`config.mk`:
```
export PLATFORM = sky130hd
export DESIGN_NAME = ssg_sequencer
export DESIGN_NICKNAME = d
export VERILOG_FILES = /design/src/ssg_pkg.sv /design/src/ssg_sequencer.sv
export SDC_FILE = /design/constraint.sdc
export NUM_CORES = 1
export LEC_CHECK = 0
export BUFFER_PORTS_ARGS = -buffer_cell sky130_fd_sc_hd__buf_4
export CORE_MARGIN = 2
export CORE_UTILIZATION = 40
export DETAILED_ROUTE_END_ITERATION = 10
export GPL_ROUTABILITY_DRIVEN = 0
export SYNTH_ARGS = -nofsm -noshare
export SYNTH_HDL_FRONTEND = slang
export SYNTH_SLANG_ARGS = --single-unit
```
`constraint.sdc`:
```
create_clock -name i_clk -period 5.5 [get_ports i_clk]
set_input_delay 0.55 -clock i_clk [delete_from_list [all_inputs] [get_ports i_clk]]
set_output_delay 0.55 -clock i_clk [all_outputs]
set_load 0.01 [all_outputs]
```
`src/ssg_pkg.sv`:
```
// constants, field positions and carrier types of the spindle select and gear sequencer
// assumes one 40 MHz clock and a word-indexed register port of 16-bit data
package ssg_pkg;

    // register port geometry
    localparam int ADDR_W = 4;
    localparam int DATA_W = 16;

    ////////////////////////////////////////////////////////////////////////////////////////////
    // register word indexes
    localparam logic [3:0] REG_CTRL = 4'h0;
    localparam logic [3:0] REG_SHIFT_SPEED = 4'h1;
    localparam logic [3:0] REG_TMR_FIRST = 4'h2;
    localparam logic [3:0] REG_TMR_SECOND = 4'h3;
    localparam logic [3:0] REG_TMR_CHECK = 4'h4;
    localparam logic [3:0] REG_GMAX_FIRST = 4'h5;
    localparam logic [3:0] REG_GMAX_LAST = 4'h8;
    localparam logic [3:0] REG_STATUS = 4'h9;
    localparam logic [3:0] REG_ALARM = 4'ha;

    // control register fields
    localparam int CTRL_AUTO_BIT = 0;
    localparam int CTRL_HOLD_BIT = 1;
    localparam int CTRL_ANALOG_BIT = 2;
    localparam int CTRL_BLOCK_BIT = 3;
    localparam logic [3:0] CTRL_RST = 4'h4;

    // alarm register fields
    localparam int ALM_DIR_BIT = 0;
    localparam int ALM_WRONG_BIT = 1;
    localparam int ALM_TIMEOUT_BIT = 2;
    localparam int ALM_DISABLED_BIT = 3;

    // values after reset, timers in milliseconds
    localparam logic [11:0] SHIFT_SPEED_RST = 12'h200;
    localparam logic [15:0] TMR_FIRST_RST = 16'h1388;
    localparam logic [15:0] TMR_SECOND_RST = 16'h1388;
    localparam logic [15:0] TMR_CHECK_RST = 16'h2710;
    localparam logic [11:0] GMAX_RST = 12'hfff;

    // timer tick: one millisecond at the system clock rate
    localparam int CLK_MHZ = 40;
    localparam int TICK_US = 1000;
    localparam int TICK_CYCLES = TICK_US * CLK_MHZ;

    ////////////////////////////////////////////////////////////////////////////////////////////
    // decoded auxiliary commands, each a one-cycle pulse
    typedef struct packed {
        logic first_spindle_cw_cmd;
        logic first_spindle_ccw_cmd;
        logic first_spindle_stop_cmd;
        logic second_spindle_cw_cmd;
        logic second_spindle_ccw_cmd;
        logic second_spindle_stop_cmd;
        logic [3:0] gear_select_cmd;
        logic [3:0] gear_out_cmd;
        logic gear_cancel_cmd;
    } ssg_cmd_t;

    // spindle rotation outputs
    typedef struct packed {
        logic first_cw;
        logic first_ccw;
        logic second_cw;
        logic second_ccw;
    } ssg_rot_t;

    // panel lamps
    typedef struct packed {
        logic ccw;
        logic stop;
        logic cw;
    } ssg_lamp_t;

    typedef enum logic [1:0] {SH_IDLE, SH_RELEASE, SH_WAIT, SH_SETTLE} ssg_shift_st_t;

endpackage

```
`src/ssg_sequencer.sv`:
```
// spindle selection, automatic gear shifting and switched gear outputs
// assumes command pulses and feedback inputs synchronous to i_clk
//
// Decided for this implementation: the address-and-strobe port and the placing of the registers.
`timescale 1ns/1ps
`default_nettype none

// Summary of operation
// RULE1: first spindle selected after power-on
// RULE2: first spindle command selects and drives it
// RULE3: second spindle command switches and drives it
// RULE4: separate stop commands per spindle
// RULE5: lamps follow first spindle only
// RULE6: second spindle only in analog mode
// RULE7: opposite second command while rotating raises alarm
// RULE8: switching to rotating spindle needs same direction
// RULE9: estop or alarm stops all, asserts stop
// RULE10: auto shift only when enable bit set
// RULE11: hold bit keeps gear output after shift
// RULE12: shift starts only for a different gear
// RULE13: shift start outputs configured shifting speed
// RULE14: first timer then swap gear outputs
// RULE15: missing in-position within check time alarms
// RULE16: second delay then per-gear maximum speed
// RULE17: both shift timers default five seconds
// RULE18: gear select while disabled raises alarm
// RULE19: mode bit picks analog or switched control
// RULE20: block bit ignores speed commands in estop
// RULE21: gear command asserts one, clears others
// RULE22: cancel clears all, one output at most
module ssg_sequencer #(
    parameter int TICK_CYCLES = ssg_pkg::TICK_CYCLES
) (
    // clock and reset
    input wire logic i_clk,
    input wire logic i_rst,
    // register port
    input wire logic [ssg_pkg::ADDR_W-1:0] i_addr,
    input wire logic [ssg_pkg::DATA_W-1:0] i_wdata,
    input wire logic i_wr,
    input wire logic i_rd,
    output logic [ssg_pkg::DATA_W-1:0] o_rdata,
    // commands and feedback
    input wire ssg_pkg::ssg_cmd_t i_cmd,
    input wire logic i_estop,
    input wire logic i_spindle_alarm,
    input wire logic [3:0] i_gear_in_position,
    // drive outputs
    output ssg_pkg::ssg_rot_t o_rot,
    output logic o_spindle_stop,
    output ssg_pkg::ssg_lamp_t o_lamp,
    output logic [3:0] o_gear_stage_out,
    output logic [11:0] o_analog_speed,
    // state
    output logic o_second_selected,
    output logic o_shifting,
    output logic [3:0] o_alarm
);

    localparam int PRE_W = $clog2(TICK_CYCLES);

    // index of the lowest set bit; commands are one-hot, extras are ignored
    function automatic logic [1:0] onehot_idx(input logic [3:0] v);
        logic [1:0] r;
        r = 2'h0;
        if (v[0]) r = 2'h0;
        else if (v[1]) r = 2'h1;
        else if (v[2]) r = 2'h2;
        else if (v[3]) r = 2'h3;
        return r;
    endfunction

    // gear index to a single output line
    function automatic logic [3:0] gear_dec(input logic [1:0] idx);
        return 4'h1 << idx;
    endfunction

    ////////////////////////////////////////////////////////////////////////////////////////////
    // register storage
    logic [3:0] ctrl_q;
    logic [11:0] shift_speed_q;
    logic [15:0] tmr_first_q;
    logic [15:0] tmr_second_q;
    logic [15:0] tmr_check_q;
    logic [11:0] gmax_q [4];
    logic [3:0] alarm_q;
    logic [3:0] alarm_d;
    logic [15:0] rdata_d;

    wire ctrl_auto = ctrl_q[ssg_pkg::CTRL_AUTO_BIT];
    wire ctrl_hold = ctrl_q[ssg_pkg::CTRL_HOLD_BIT];
    wire ctrl_analog = ctrl_q[ssg_pkg::CTRL_ANALOG_BIT];
    wire ctrl_block = ctrl_q[ssg_pkg::CTRL_BLOCK_BIT];

    // write decode
    wire wr_gmax = i_wr && i_addr >= ssg_pkg::REG_GMAX_FIRST && i_addr <= ssg_pkg::REG_GMAX_LAST;
    wire [3:0] gmax_off = i_addr - ssg_pkg::REG_GMAX_FIRST;
    wire [1:0] gmax_idx = gmax_off[1:0];
    wire wr_alarm = i_wr && i_addr == ssg_pkg::REG_ALARM;

    // configuration writes; shift timers default to five seconds, check timer to ten seconds
    always_ff @(posedge i_clk or posedge i_rst) begin
        if (i_rst) begin
            ctrl_q <= ssg_pkg::CTRL_RST;
            shift_speed_q <= ssg_pkg::SHIFT_SPEED_RST;
            tmr_first_q <= ssg_pkg::TMR_FIRST_RST; // RULE17
            tmr_second_q <= ssg_pkg::TMR_SECOND_RST; // RULE17
            tmr_check_q <= ssg_pkg::TMR_CHECK_RST;
        end else if (i_wr) begin
            if (i_addr == ssg_pkg::REG_CTRL) ctrl_q <= i_wdata[3:0];
            if (i_addr == ssg_pkg::REG_SHIFT_SPEED) shift_speed_q <= i_wdata[11:0];
            if (i_addr == ssg_pkg::REG_TMR_FIRST) tmr_first_q <= i_wdata;
            if (i_addr == ssg_pkg::REG_TMR_SECOND) tmr_second_q <= i_wdata;
            if (i_addr == ssg_pkg::REG_TMR_CHECK) tmr_check_q <= i_wdata;
        end
    end

    // per-gear maximum speed table
    always_ff @(posedge i_clk or posedge i_rst) begin
        if (i_rst) begin
            for (int i = 0; i < 4; i++) gmax_q[i] <= ssg_pkg::GMAX_RST;
        end else if (wr_gmax) begin
            gmax_q[gmax_idx] <= i_wdata[11:0];
        end
    end

    ////////////////////////////////////////////////////////////////////////////////////////////
    // spindle selection and rotation
    ssg_pkg::ssg_rot_t rot_q;
    ssg_pkg::ssg_rot_t rot_d;
    logic sel_q;
    logic stop_q;
    ssg_pkg::ssg_lamp_t lamp_q;

    wire halt = i_estop | i_spindle_alarm;
    wire cw1 = i_cmd.first_spindle_cw_cmd;
    wire ccw1 = i_cmd.first_spindle_ccw_cmd;
    wire cw2 = i_cmd.second_spindle_cw_cmd & ctrl_analog; // RULE6
    wire ccw2 = i_cmd.second_spindle_ccw_cmd & ctrl_analog; // RULE6
    wire stop1 = i_cmd.first_spindle_stop_cmd;
    wire stop2 = i_cmd.second_spindle_stop_cmd;

    // an opposite request on a rotating spindle is refused, never reversed on the fly
    wire opp1 = (cw1 & rot_q.first_ccw) | (ccw1 & rot_q.first_cw);
    wire opp2 = (cw2 & rot_q.second_ccw) | (ccw2 & rot_q.second_cw);
    wire take_cw1 = cw1 & ~opp1 & ~halt;
    wire take_ccw1 = ccw1 & ~opp1 & ~halt;
    wire take_cw2 = cw2 & ~opp2 & ~halt & ~(cw1 | ccw1);
    wire take_ccw2 = ccw2 & ~opp2 & ~halt & ~(cw1 | ccw1);
    wire dir_alarm = opp2 & sel_q & ~halt; // RULE7
    wire wrong_alarm = ((opp2 & ~sel_q) | (opp1 & sel_q)) & ~halt; // RULE8

    // next rotation state: halt clears both spindles at once
    always_comb begin
        rot_d = rot_q;
        if (halt) begin
            rot_d = '0; // RULE9
        end else begin
            if (stop1) begin
                rot_d.first_cw = 1'b0; // RULE4
                rot_d.first_ccw = 1'b0;
            end else if (take_cw1 | take_ccw1) begin
                rot_d.first_cw = take_cw1; // RULE2
                rot_d.first_ccw = take_ccw1;
            end
            if (stop2) begin
                rot_d.second_cw = 1'b0; // RULE4
                rot_d.second_ccw = 1'b0;
            end else if (take_cw2 | take_ccw2) begin
                rot_d.second_cw = take_cw2; // RULE3
                rot_d.second_ccw = take_ccw2;
            end
        end
    end

    // stop output and lamps registered with the rotation outputs so they never disagree
    always_ff @(posedge i_clk or posedge i_rst) begin
        if (i_rst) begin
            rot_q <= '0;
            sel_q <= 1'b0; // RULE1
            stop_q <= 1'b1;
            lamp_q <= 3'h2;
        end else begin
            rot_q <= rot_d;
            if (take_cw1 | take_ccw1) sel_q <= 1'b0; // RULE2
            else if (take_cw2 | take_ccw2) sel_q <= 1'b1; // RULE3
            stop_q <= ~(|rot_d); // RULE9
            lamp_q <= {rot_d.first_ccw, ~(rot_d.first_cw | rot_d.first_ccw), rot_d.first_cw}; // RULE5
        end
    end

    ////////////////////////////////////////////////////////////////////////////////////////////
    // millisecond timebase and state timer
    logic [PRE_W-1:0] pre_q;
    logic [15:0] ms_q;
    ssg_pkg::ssg_shift_st_t st_q;
    ssg_pkg::ssg_shift_st_t st_d;
    wire tick = pre_q == PRE_W'(TICK_CYCLES - 1);
    wire [15:0] limit = (st_q == ssg_pkg::SH_RELEASE) ? tmr_first_q :
                        (st_q == ssg_pkg::SH_SETTLE) ? tmr_second_q : tmr_check_q;
    wire elapsed = ms_q >= limit;

    // timer restarts on every state change, saturates at full scale
    always_ff @(posedge i_clk or posedge i_rst) begin
        if (i_rst) begin
            pre_q <= '0;
            ms_q <= 16'h0;
        end else begin
            pre_q <= tick ? '0 : pre_q + 1'b1;
            if (st_d != st_q) ms_q <= 16'h0;
            else if (tick && ms_q != 16'hffff) ms_q <= ms_q + 16'h1;
        end
    end

    ////////////////////////////////////////////////////////////////////////////////////////////
    // gear shift sequencer
    logic [1:0] cur_q;
    logic [1:0] tgt_q;
    logic [3:0] gear_q;
    logic [11:0] speed_q;

    wire spd_blocked = i_estop & ctrl_block; // RULE20
    wire auto_ok = ctrl_auto & ctrl_analog; // RULE10
    wire sel_req = (|i_cmd.gear_select_cmd) & ~spd_blocked;
    wire [1:0] req_idx = onehot_idx(i_cmd.gear_select_cmd);
    wire idle = st_q == ssg_pkg::SH_IDLE;
    wire shift_start = sel_req & auto_ok & idle & (req_idx != cur_q); // RULE12
    wire disabled_alarm = sel_req & ~auto_ok; // RULE18
    wire in_pos = i_gear_in_position[cur_q];
    wire timeout_alarm = (st_q == ssg_pkg::SH_WAIT) & ~in_pos & elapsed; // RULE15
    // switched control only when the analog mode bit is clear
    wire sw_mode = ~ctrl_analog & idle & ~spd_blocked; // RULE19
    wire sw_set = sw_mode & (|i_cmd.gear_out_cmd);
    wire sw_cancel = sw_mode & i_cmd.gear_cancel_cmd;

    // state transitions
    always_comb begin
        st_d = st_q;
        case (st_q)
            ssg_pkg::SH_IDLE: begin
                if (shift_start) st_d = ssg_pkg::SH_RELEASE;
            end
            ssg_pkg::SH_RELEASE: begin
                if (elapsed) st_d = ssg_pkg::SH_WAIT; // RULE14
            end
            ssg_pkg::SH_WAIT: begin
                if (in_pos) st_d = ssg_pkg::SH_SETTLE;
                else if (elapsed) st_d = ssg_pkg::SH_IDLE; // RULE15
            end
            ssg_pkg::SH_SETTLE: begin
                if (elapsed) st_d = ssg_pkg::SH_IDLE; // RULE16
            end
            default: st_d = ssg_pkg::SH_IDLE;
        endcase
    end

    // gear outputs and analog speed; cancel is checked first so one line at most stands
    always_ff @(posedge i_clk or posedge i_rst) begin
        if (i_rst) begin
            st_q <= ssg_pkg::SH_IDLE;
            cur_q <= 2'h0;
            tgt_q <= 2'h0;
            gear_q <= 4'h0; // RULE21
            speed_q <= 12'h0;
        end else begin
            st_q <= st_d;
            if (shift_start) begin
                tgt_q <= req_idx;
                speed_q <= shift_speed_q; // RULE13
            end
            if (st_q == ssg_pkg::SH_RELEASE && elapsed) begin
                cur_q <= tgt_q;
                gear_q <= gear_dec(tgt_q); // RULE14
            end
            if (st_q == ssg_pkg::SH_SETTLE && elapsed) begin
                speed_q <= gmax_q[cur_q]; // RULE16
                if (!ctrl_hold) gear_q <= 4'h0; // RULE11
            end
            if (sw_cancel) gear_q <= 4'h0; // RULE22
            else if (sw_set) gear_q <= gear_dec(onehot_idx(i_cmd.gear_out_cmd)); // RULE21
        end
    end

    ////////////////////////////////////////////////////////////////////////////////////////////
    // sticky alarms: a new event in the clearing cycle survives the clear
    wire [3:0] alarm_set = {disabled_alarm, timeout_alarm, wrong_alarm, dir_alarm};
    assign alarm_d = (alarm_q & ~(wr_alarm ? i_wdata[3:0] : 4'h0)) | alarm_set;

    // read mux
    always_comb begin
        rdata_d = 16'h0;
        if (i_addr == ssg_pkg::REG_CTRL) rdata_d = {12'h0, ctrl_q};
        else if (i_addr == ssg_pkg::REG_SHIFT_SPEED) rdata_d = {4'h0, shift_speed_q};
        else if (i_addr == ssg_pkg::REG_TMR_FIRST) rdata_d = tmr_first_q;
        else if (i_addr == ssg_pkg::REG_TMR_SECOND) rdata_d = tmr_second_q;
        else if (i_addr == ssg_pkg::REG_TMR_CHECK) rdata_d = tmr_check_q;
        else if (wr_gmax || (i_addr >= ssg_pkg::REG_GMAX_FIRST && i_addr <= ssg_pkg::REG_GMAX_LAST))
            rdata_d = {4'h0, gmax_q[gmax_idx]};
        else if (i_addr == ssg_pkg::REG_STATUS)
            rdata_d = {8'h0, gear_q, cur_q, ~idle, sel_q};
        else if (i_addr == ssg_pkg::REG_ALARM) rdata_d = {12'h0, alarm_q};
    end

    // read data stands only in the cycle after the strobe
    always_ff @(posedge i_clk or posedge i_rst) begin
        if (i_rst) begin
            alarm_q <= 4'h0;
            o_rdata <= 16'h0;
        end else begin
            alarm_q <= alarm_d;
            o_rdata <= i_rd ? rdata_d : 16'h0;
        end
    end

    // outputs
    assign o_rot = rot_q;
    assign o_spindle_stop = stop_q;
    assign o_lamp = lamp_q;
    assign o_gear_stage_out = gear_q;
    assign o_analog_speed = speed_q;
    assign o_second_selected = sel_q;
    assign o_shifting = ~idle;
    assign o_alarm = alarm_q;
endmodule

`default_nettype wire

```
==> Word-level counts from Yosys, hierarchy flattened <==
Index checks and enable logic that the tools add are counted.
W data, S select, Z words.
{ "op_classes": {"n_lt_le_gt_ge": 7, "muxes": 55, "n_eq_ne": 13, "shift": 2, "n_reduce_logical": 22, "bitwise": 59, "addsub": 3} }
{ "op_table": {"columns": ["cell", "n"], "rows": [
  ["$mux W16", 11],
  ["$mux W12", 8],
  ["$bmux W12 S2", 2],
  ["$bwmux W48", 1],
  ["$mux W2", 18],
  ["$and A1 B1 Y1", 34],
  ["$add A16 B1 Y16 const B", 2],
  ["$mux W4", 8],
  ["$demux W12 S2", 1],
  ["$eq A16 B16 Y1 const B", 1],
  ["$ge A16 B16 Y1", 1],
  ["$ne A16 B16 Y1 const B", 1],
  ["$not A1 Y1", 12],
  ["$reduce_or A4 Y1", 3],
  ["$reduce_and A2 Y1", 5],
  ["$eq A4 B2 Y1 const B", 2],
  ["$eq A4 B4 Y1 const B", 2],
  ["$logic_and A1 B1 Y1", 8],
  ["$mux W8", 1],
  ["$or A1 B1 Y1", 8],
  ["$pmux W2 S4", 1],
  ["$shl A1 B2 Y4 const A", 2],
  ["$ge A3 B3 Y1 const B", 2],
  ["$not A2 Y3", 2],
  ["other kinds (19)", 25]
]} }
{ "word_totals": {"wordCells": 186, "input_bits": 45, "register_bits": 193} }

==> Depth between registers and ports, before layout <==
{ "logic_depth": {"ltp_word": 13, "depth_mapped": 13} }

==> Worst setup path after synthesis <==
OpenSTA, ideal clock, no wires.
{ "synth_path": {"kind": "register to register", "startpoint": "reg st_q[1]", "endpoint": "reg gear_q[1], in the netlist o_gear_stage_out[1]", "required_ns": 5.378, "path_buffers": 1, "path_slack_ns": 2.481, "stages_incl_launch_ff": 12, "arrival_time_ns": 2.898, "path_cell_list": "dfrtp_1 -> buf_1 -> mux2i_1 -> nor2_1 -> a21oi_1 -> ha_1 -> nand4_1 -> nor2_1 -> a211o_1 -> o311a_1 -> mux2_2 -> a32o_1"} }
{ "synth_between": {"elab_chain_cells": 10, "elab_cells_between_ends": 17, "classes_between": "1 x order compare; 2 x eq/ne; 7 x mux; 4 x bitwise; 3 x reduce/logical"} }
{ "synth_rtl": {"columns": ["item", "line_no", "source"], "rows": [
  ["start, declared", "ssg_sequencer.sv:196", "ssg_pkg::ssg_shift_st_t st_q;"],
  ["start signal, assigned", "ssg_sequencer.sv:260", "st_q <= ssg_pkg::SH_IDLE;"],
  ["start signal, assigned", "ssg_sequencer.sv:266", "st_q <= st_d;"],
  ["$eq A2 B2 Y1", "ssg_sequencer.sv:200, ssg_sequencer.sv:275", null],
  ["$mux W16", "ssg_sequencer.sv:200", "(st_q == ssg_pkg::SH_SETTLE) ? tmr_second_q : tmr_check_q;"],
  ["$mux W16", "ssg_sequencer.sv:199", "wire [15:0] limit = (st_q == ssg_pkg::SH_RELEASE) ? tmr_first_q :"],
  ["$ge A16 B16 Y1", "ssg_sequencer.sv:201", "wire elapsed = ms_q >= limit;"],
  ["$logic_and A1 B1 Y1", "ssg_sequencer.sv:271", "if (st_q == ssg_pkg::SH_RELEASE && elapsed) begin"],
  ["$mux W4", "ssg_sequencer.sv:271", null],
  ["$mux W4", "ssg_sequencer.sv:277", "if (!ctrl_hold) gear_q <= 4'h0;"],
  ["$mux W4", "ssg_sequencer.sv:275", "if (st_q == ssg_pkg::SH_SETTLE && elapsed) begin"],
  ["$mux W4", "ssg_sequencer.sv:280", "else if (sw_set) gear_q <= gear_dec(onehot_idx(i_cmd.gear_out_cmd));"],
  ["$mux W4 (*)", "ssg_sequencer.sv:279", "if (sw_cancel) gear_q <= 4'h0;"],
  ["end signal, assigned", "ssg_sequencer.sv:273", "gear_q <= gear_dec(tgt_q);"],
  ["end signal, assigned", "ssg_sequencer.sv:280", null],
  ["end, declared", "ssg_sequencer.sv:219", "logic [3:0] gear_q;"]
]} }
Every way passes the cells marked *; elsewhere a longest branch is shown, timed or not.
A chain may end at the register's enable or synchronous reset.

==> Worst setup path in the final report <==
{ "layout_path": {"startpoint": "reg st_q[1]", "endpoint": "reg gear_q[2], in the netlist o_gear_stage_out[2]"} }
Same word-level chain as after synthesis.

==> impl_results.md <==
- Mux share of post-synthesis cell area: 0.2170
- Net Sw Frac: 0.3178
- CTS tree: yes
- FF-to-FF Start: st_q[1]
- Via Count: 6912
- Largest cells by area after synthesis: dfrtp_1 (32%), dfstp_2 (18%), mux2_2 (13%)
- Clock latency on the worst-skew pair: 450 ps
- Die Ht: 162.1 um
- TritonCTS buffer count: 17
- Slew Limit Fails: 0
- Worst Setup SP: st_q[1]
- Power Density: 385.0 nW/um^2
- CP Max Fanout: 25
- Syn nets: 924
- Largest family of logic cells by synthesized area: multiplexers
- # hold bufs at CTS: 0
- Vias in the first global route: 6922
- Least-Margin Pin Slew: 1186 ps
- CTS Root Cell: clkbuf_16
- DRT Pass-1 Iters: 6
- Share of power burned in registers: 0.473
- H-tree depth: 4
- Die Wd: 162.1 um
- Worst Setup Start Kind: flip-flop
- Unrepaired setup endpoints after global routing: no
- Synth Area in Compound Gates: 0.09306
- #FFs+latches synth: 193
- Most frequent cells in the layout: dfrtp_1 (126), mux2_2 (117), buf_4 (95)
- Endpoints failing setup: 0
- # Max-Cap Violations: 0
- Pint: 3.021 mW
- Leakage: 4.969 nW
- Syn_area_per_cell: 11.70 sq um
- Hold_sp: i_cmd[9]
- Post-synthesis cell area: 10000 sq um
- Fin crit share: 0.7171
- Data arrival time of the worst path: 4320 ps
- Initial Utilization: 0.4089
- Worst-path clk slew: 80 ps
- Initial antenna violation count: 0
- TNS Setup: 0 ps
- Clk network pwr share: 0.273
- Power Total: 4.429 mW
- Site Rows: 57
- Worst clock skew: 18.41 ps
- Final ANT Viol Nets: 0
- Post-Route WL: 24420 um
- Dominant synthesized flop cell: dfrtp_1
- Synth async-reset ratio: 1.000
- Status: complete, no violations
- # fillers: 2238
- Fmax: 253.5 MHz
- HPWL after DPL: 17130 um
- Adder-cell share of the synthesized area: 0.03002
- Post-Synth XOR/XNOR Area: 0.02539
- Simple-Gate Fraction of Synth Area: 0.1153
- Via-per-instance ratio: 5.486
- Initial DRC count: 405
- Max VDD drop: 194.5 uV
- Largest net degree at the start of global routing: 194
- Combinational power share: 0.254
- N_diodes: 0
- EDFF count, synth: 0
- Cell taking the most area after synthesis: dfrtp_1
- Total grt overflow: 0
- Post_cts resized: 0
- Min Tclk post-route: 3944 ps
- Global-route wire length before repair: 38940 um
- Core Area: 24460 sq um
- Worst setup EP type: flip-flop
- Die area: 26290 sq um
- Final Hold Viols: 0
- Worst hold path class: input pin to flip-flop
- Worst EP required: 5880 ps
- CTS max path bufs: 2
- Most common library cell in the layout ignoring fill and taps: dfrtp_1
- IO buf count: 90
- Share of the synthesized area in the top cell type: 0.3152
- Fraction of layout cells with a size suffix above 1: 0.3761
- Setup CP Type: flip-flop to flip-flop
- Post-CTS setup buffer count: 0
- WL per Instance: 19.38 um
- DRC viols: 0
- Fraction of the yosys area taken by sequential cells: 0.4912
- Switch Pwr: 1.408 mW
- Gr usage total: 0.1913
- IO Count: 91
- NumNets Final: 992
- Cells after Synth: 855
- Normalized max-slew margin: 0.2073
- Distinct cell type count after synthesis: 64
- Area delta synth->final: 14.98%
- Sink Count: 193
- Synth warnings: 0
-- path summary, 6_finish.rpt --
check / endpoint / cells after the start / slack [ps]
max in group asynchronous: tmr_second_q[13] / 3 / 4330
hold reg to reg: pre_q[4] / 1 / 470
setup reg to reg: o_gear_stage_out[2] / 10 / 1560
setup / recovery: o_gear_stage_out[2] / 10 / 1560
min in group asynchronous: o_alarm[1] / 3 / 410
hold / removal: o_rot[0] / 2 / 290
-- sequential cells by signal (all words and copies together), names as in the netlist, 16 cells and up --
name and flops:
gmax_q 48, ms_q 16, o_rdata 16, pre_q 16
tmr_check_q 16, tmr_first_q 16, tmr_second_q 16
-- per-stage QoR --
step / hold slack [ps] / cell area (sq um) / std cells / util / worst slack [ps]
2_1_floorplan: 445.1 / 10010 / 855 / - / 2481
3_3_place_gp: 462.9 / 10950 / 1228 / 0.4474 / 1662
3_5_place_dp: 465.7 / 10950 / 1228 / 0.4474 / 1583
4_1_cts: 271.0 / 11500 / 1260 / 0.4702 / 1566
5_1_grt: 287.4 / 11500 / 1260 / 0.4702 / 1217
6_report: 285.4 / 11500 / 1260 / 0.4702 / 1556
-- power groups by stage --
stage / combinational, mW / clock, mW / sequential, mW
final: 1.12 / 1.21 / 2.10
after detailed placement: 1.14 / 0 / 2.12
after floorplan: 0.827 / 0 / 2.01
after global placement: 1.12 / 0 / 2.12
after CTS: 1.14 / 1.23 / 2.10
after global routing: 1.25 / 1.28 / 2.14
-- metal layers --
metal	wire (um)	up-vias	GRT usage
met5	0	-	0
met4	283	0	0.05270
met3	650	20	0.02656
met2	11800	106	0.3147
met1	11690	3518	0.2666
li1	-	3268	-
-- critical path: stages (launching register included) --
cell,delay [ps]
dfrtp_1,1090
mux2i_1,270
nor2_1,60
a21oi_1,200
ha_1,290
a21oi_1,160
o21bai_1,70
a211o_1,300
o311ai_4,1020
a2bb2oi_1,260
a32o_1,150
-- cells by family (layout without fill, tap and decap cells) --
kind of cell / count (synthesis) / count (layout)
adder cells (fa/ha/maj): 24 / 24
multiplexers: 171 / 171
AO/OA/AOI/OAI: 135 / 135
AND/OR/NAND/NOR: 239 / 239
buffers and inverters: 64 / 145
flip-flops: 193 / 193
XOR/XNOR: 29 / 29
-- final cells by class --
type	instances	area [sq um]	area share
clock buffer	19	432.9	0.03764
clock inverter	13	123.9	0.01077
inverter	17	67.56	0.005874
multi-input combinational	598	4826	0.4196
sequential	193	4913	0.4272
tap	324	405.4	0.03524
timing repair buffer	96	733.2	0.06374
-- cell usage after synthesis, drive strengths merged (4+ instances only) --
master  count
inv        17
o21ai      16
and3       10
mux4       25
o211ai      7
nand3      27
a22o        8
mux2      117
and2        7
clkbuf     19
nor2       87
dfstp      67
ha         24
a311oi      4
xnor2      16
nor3       20
mux2i      29
a222oi      4
xor2       13
nor4        6
buf        28
nand2      49
a22oi       9
dfrtp     126
a21oi      50
and4        4
a221oi      7
nand4      10
nor2b       7
Power figures use the tool's default switching activity.
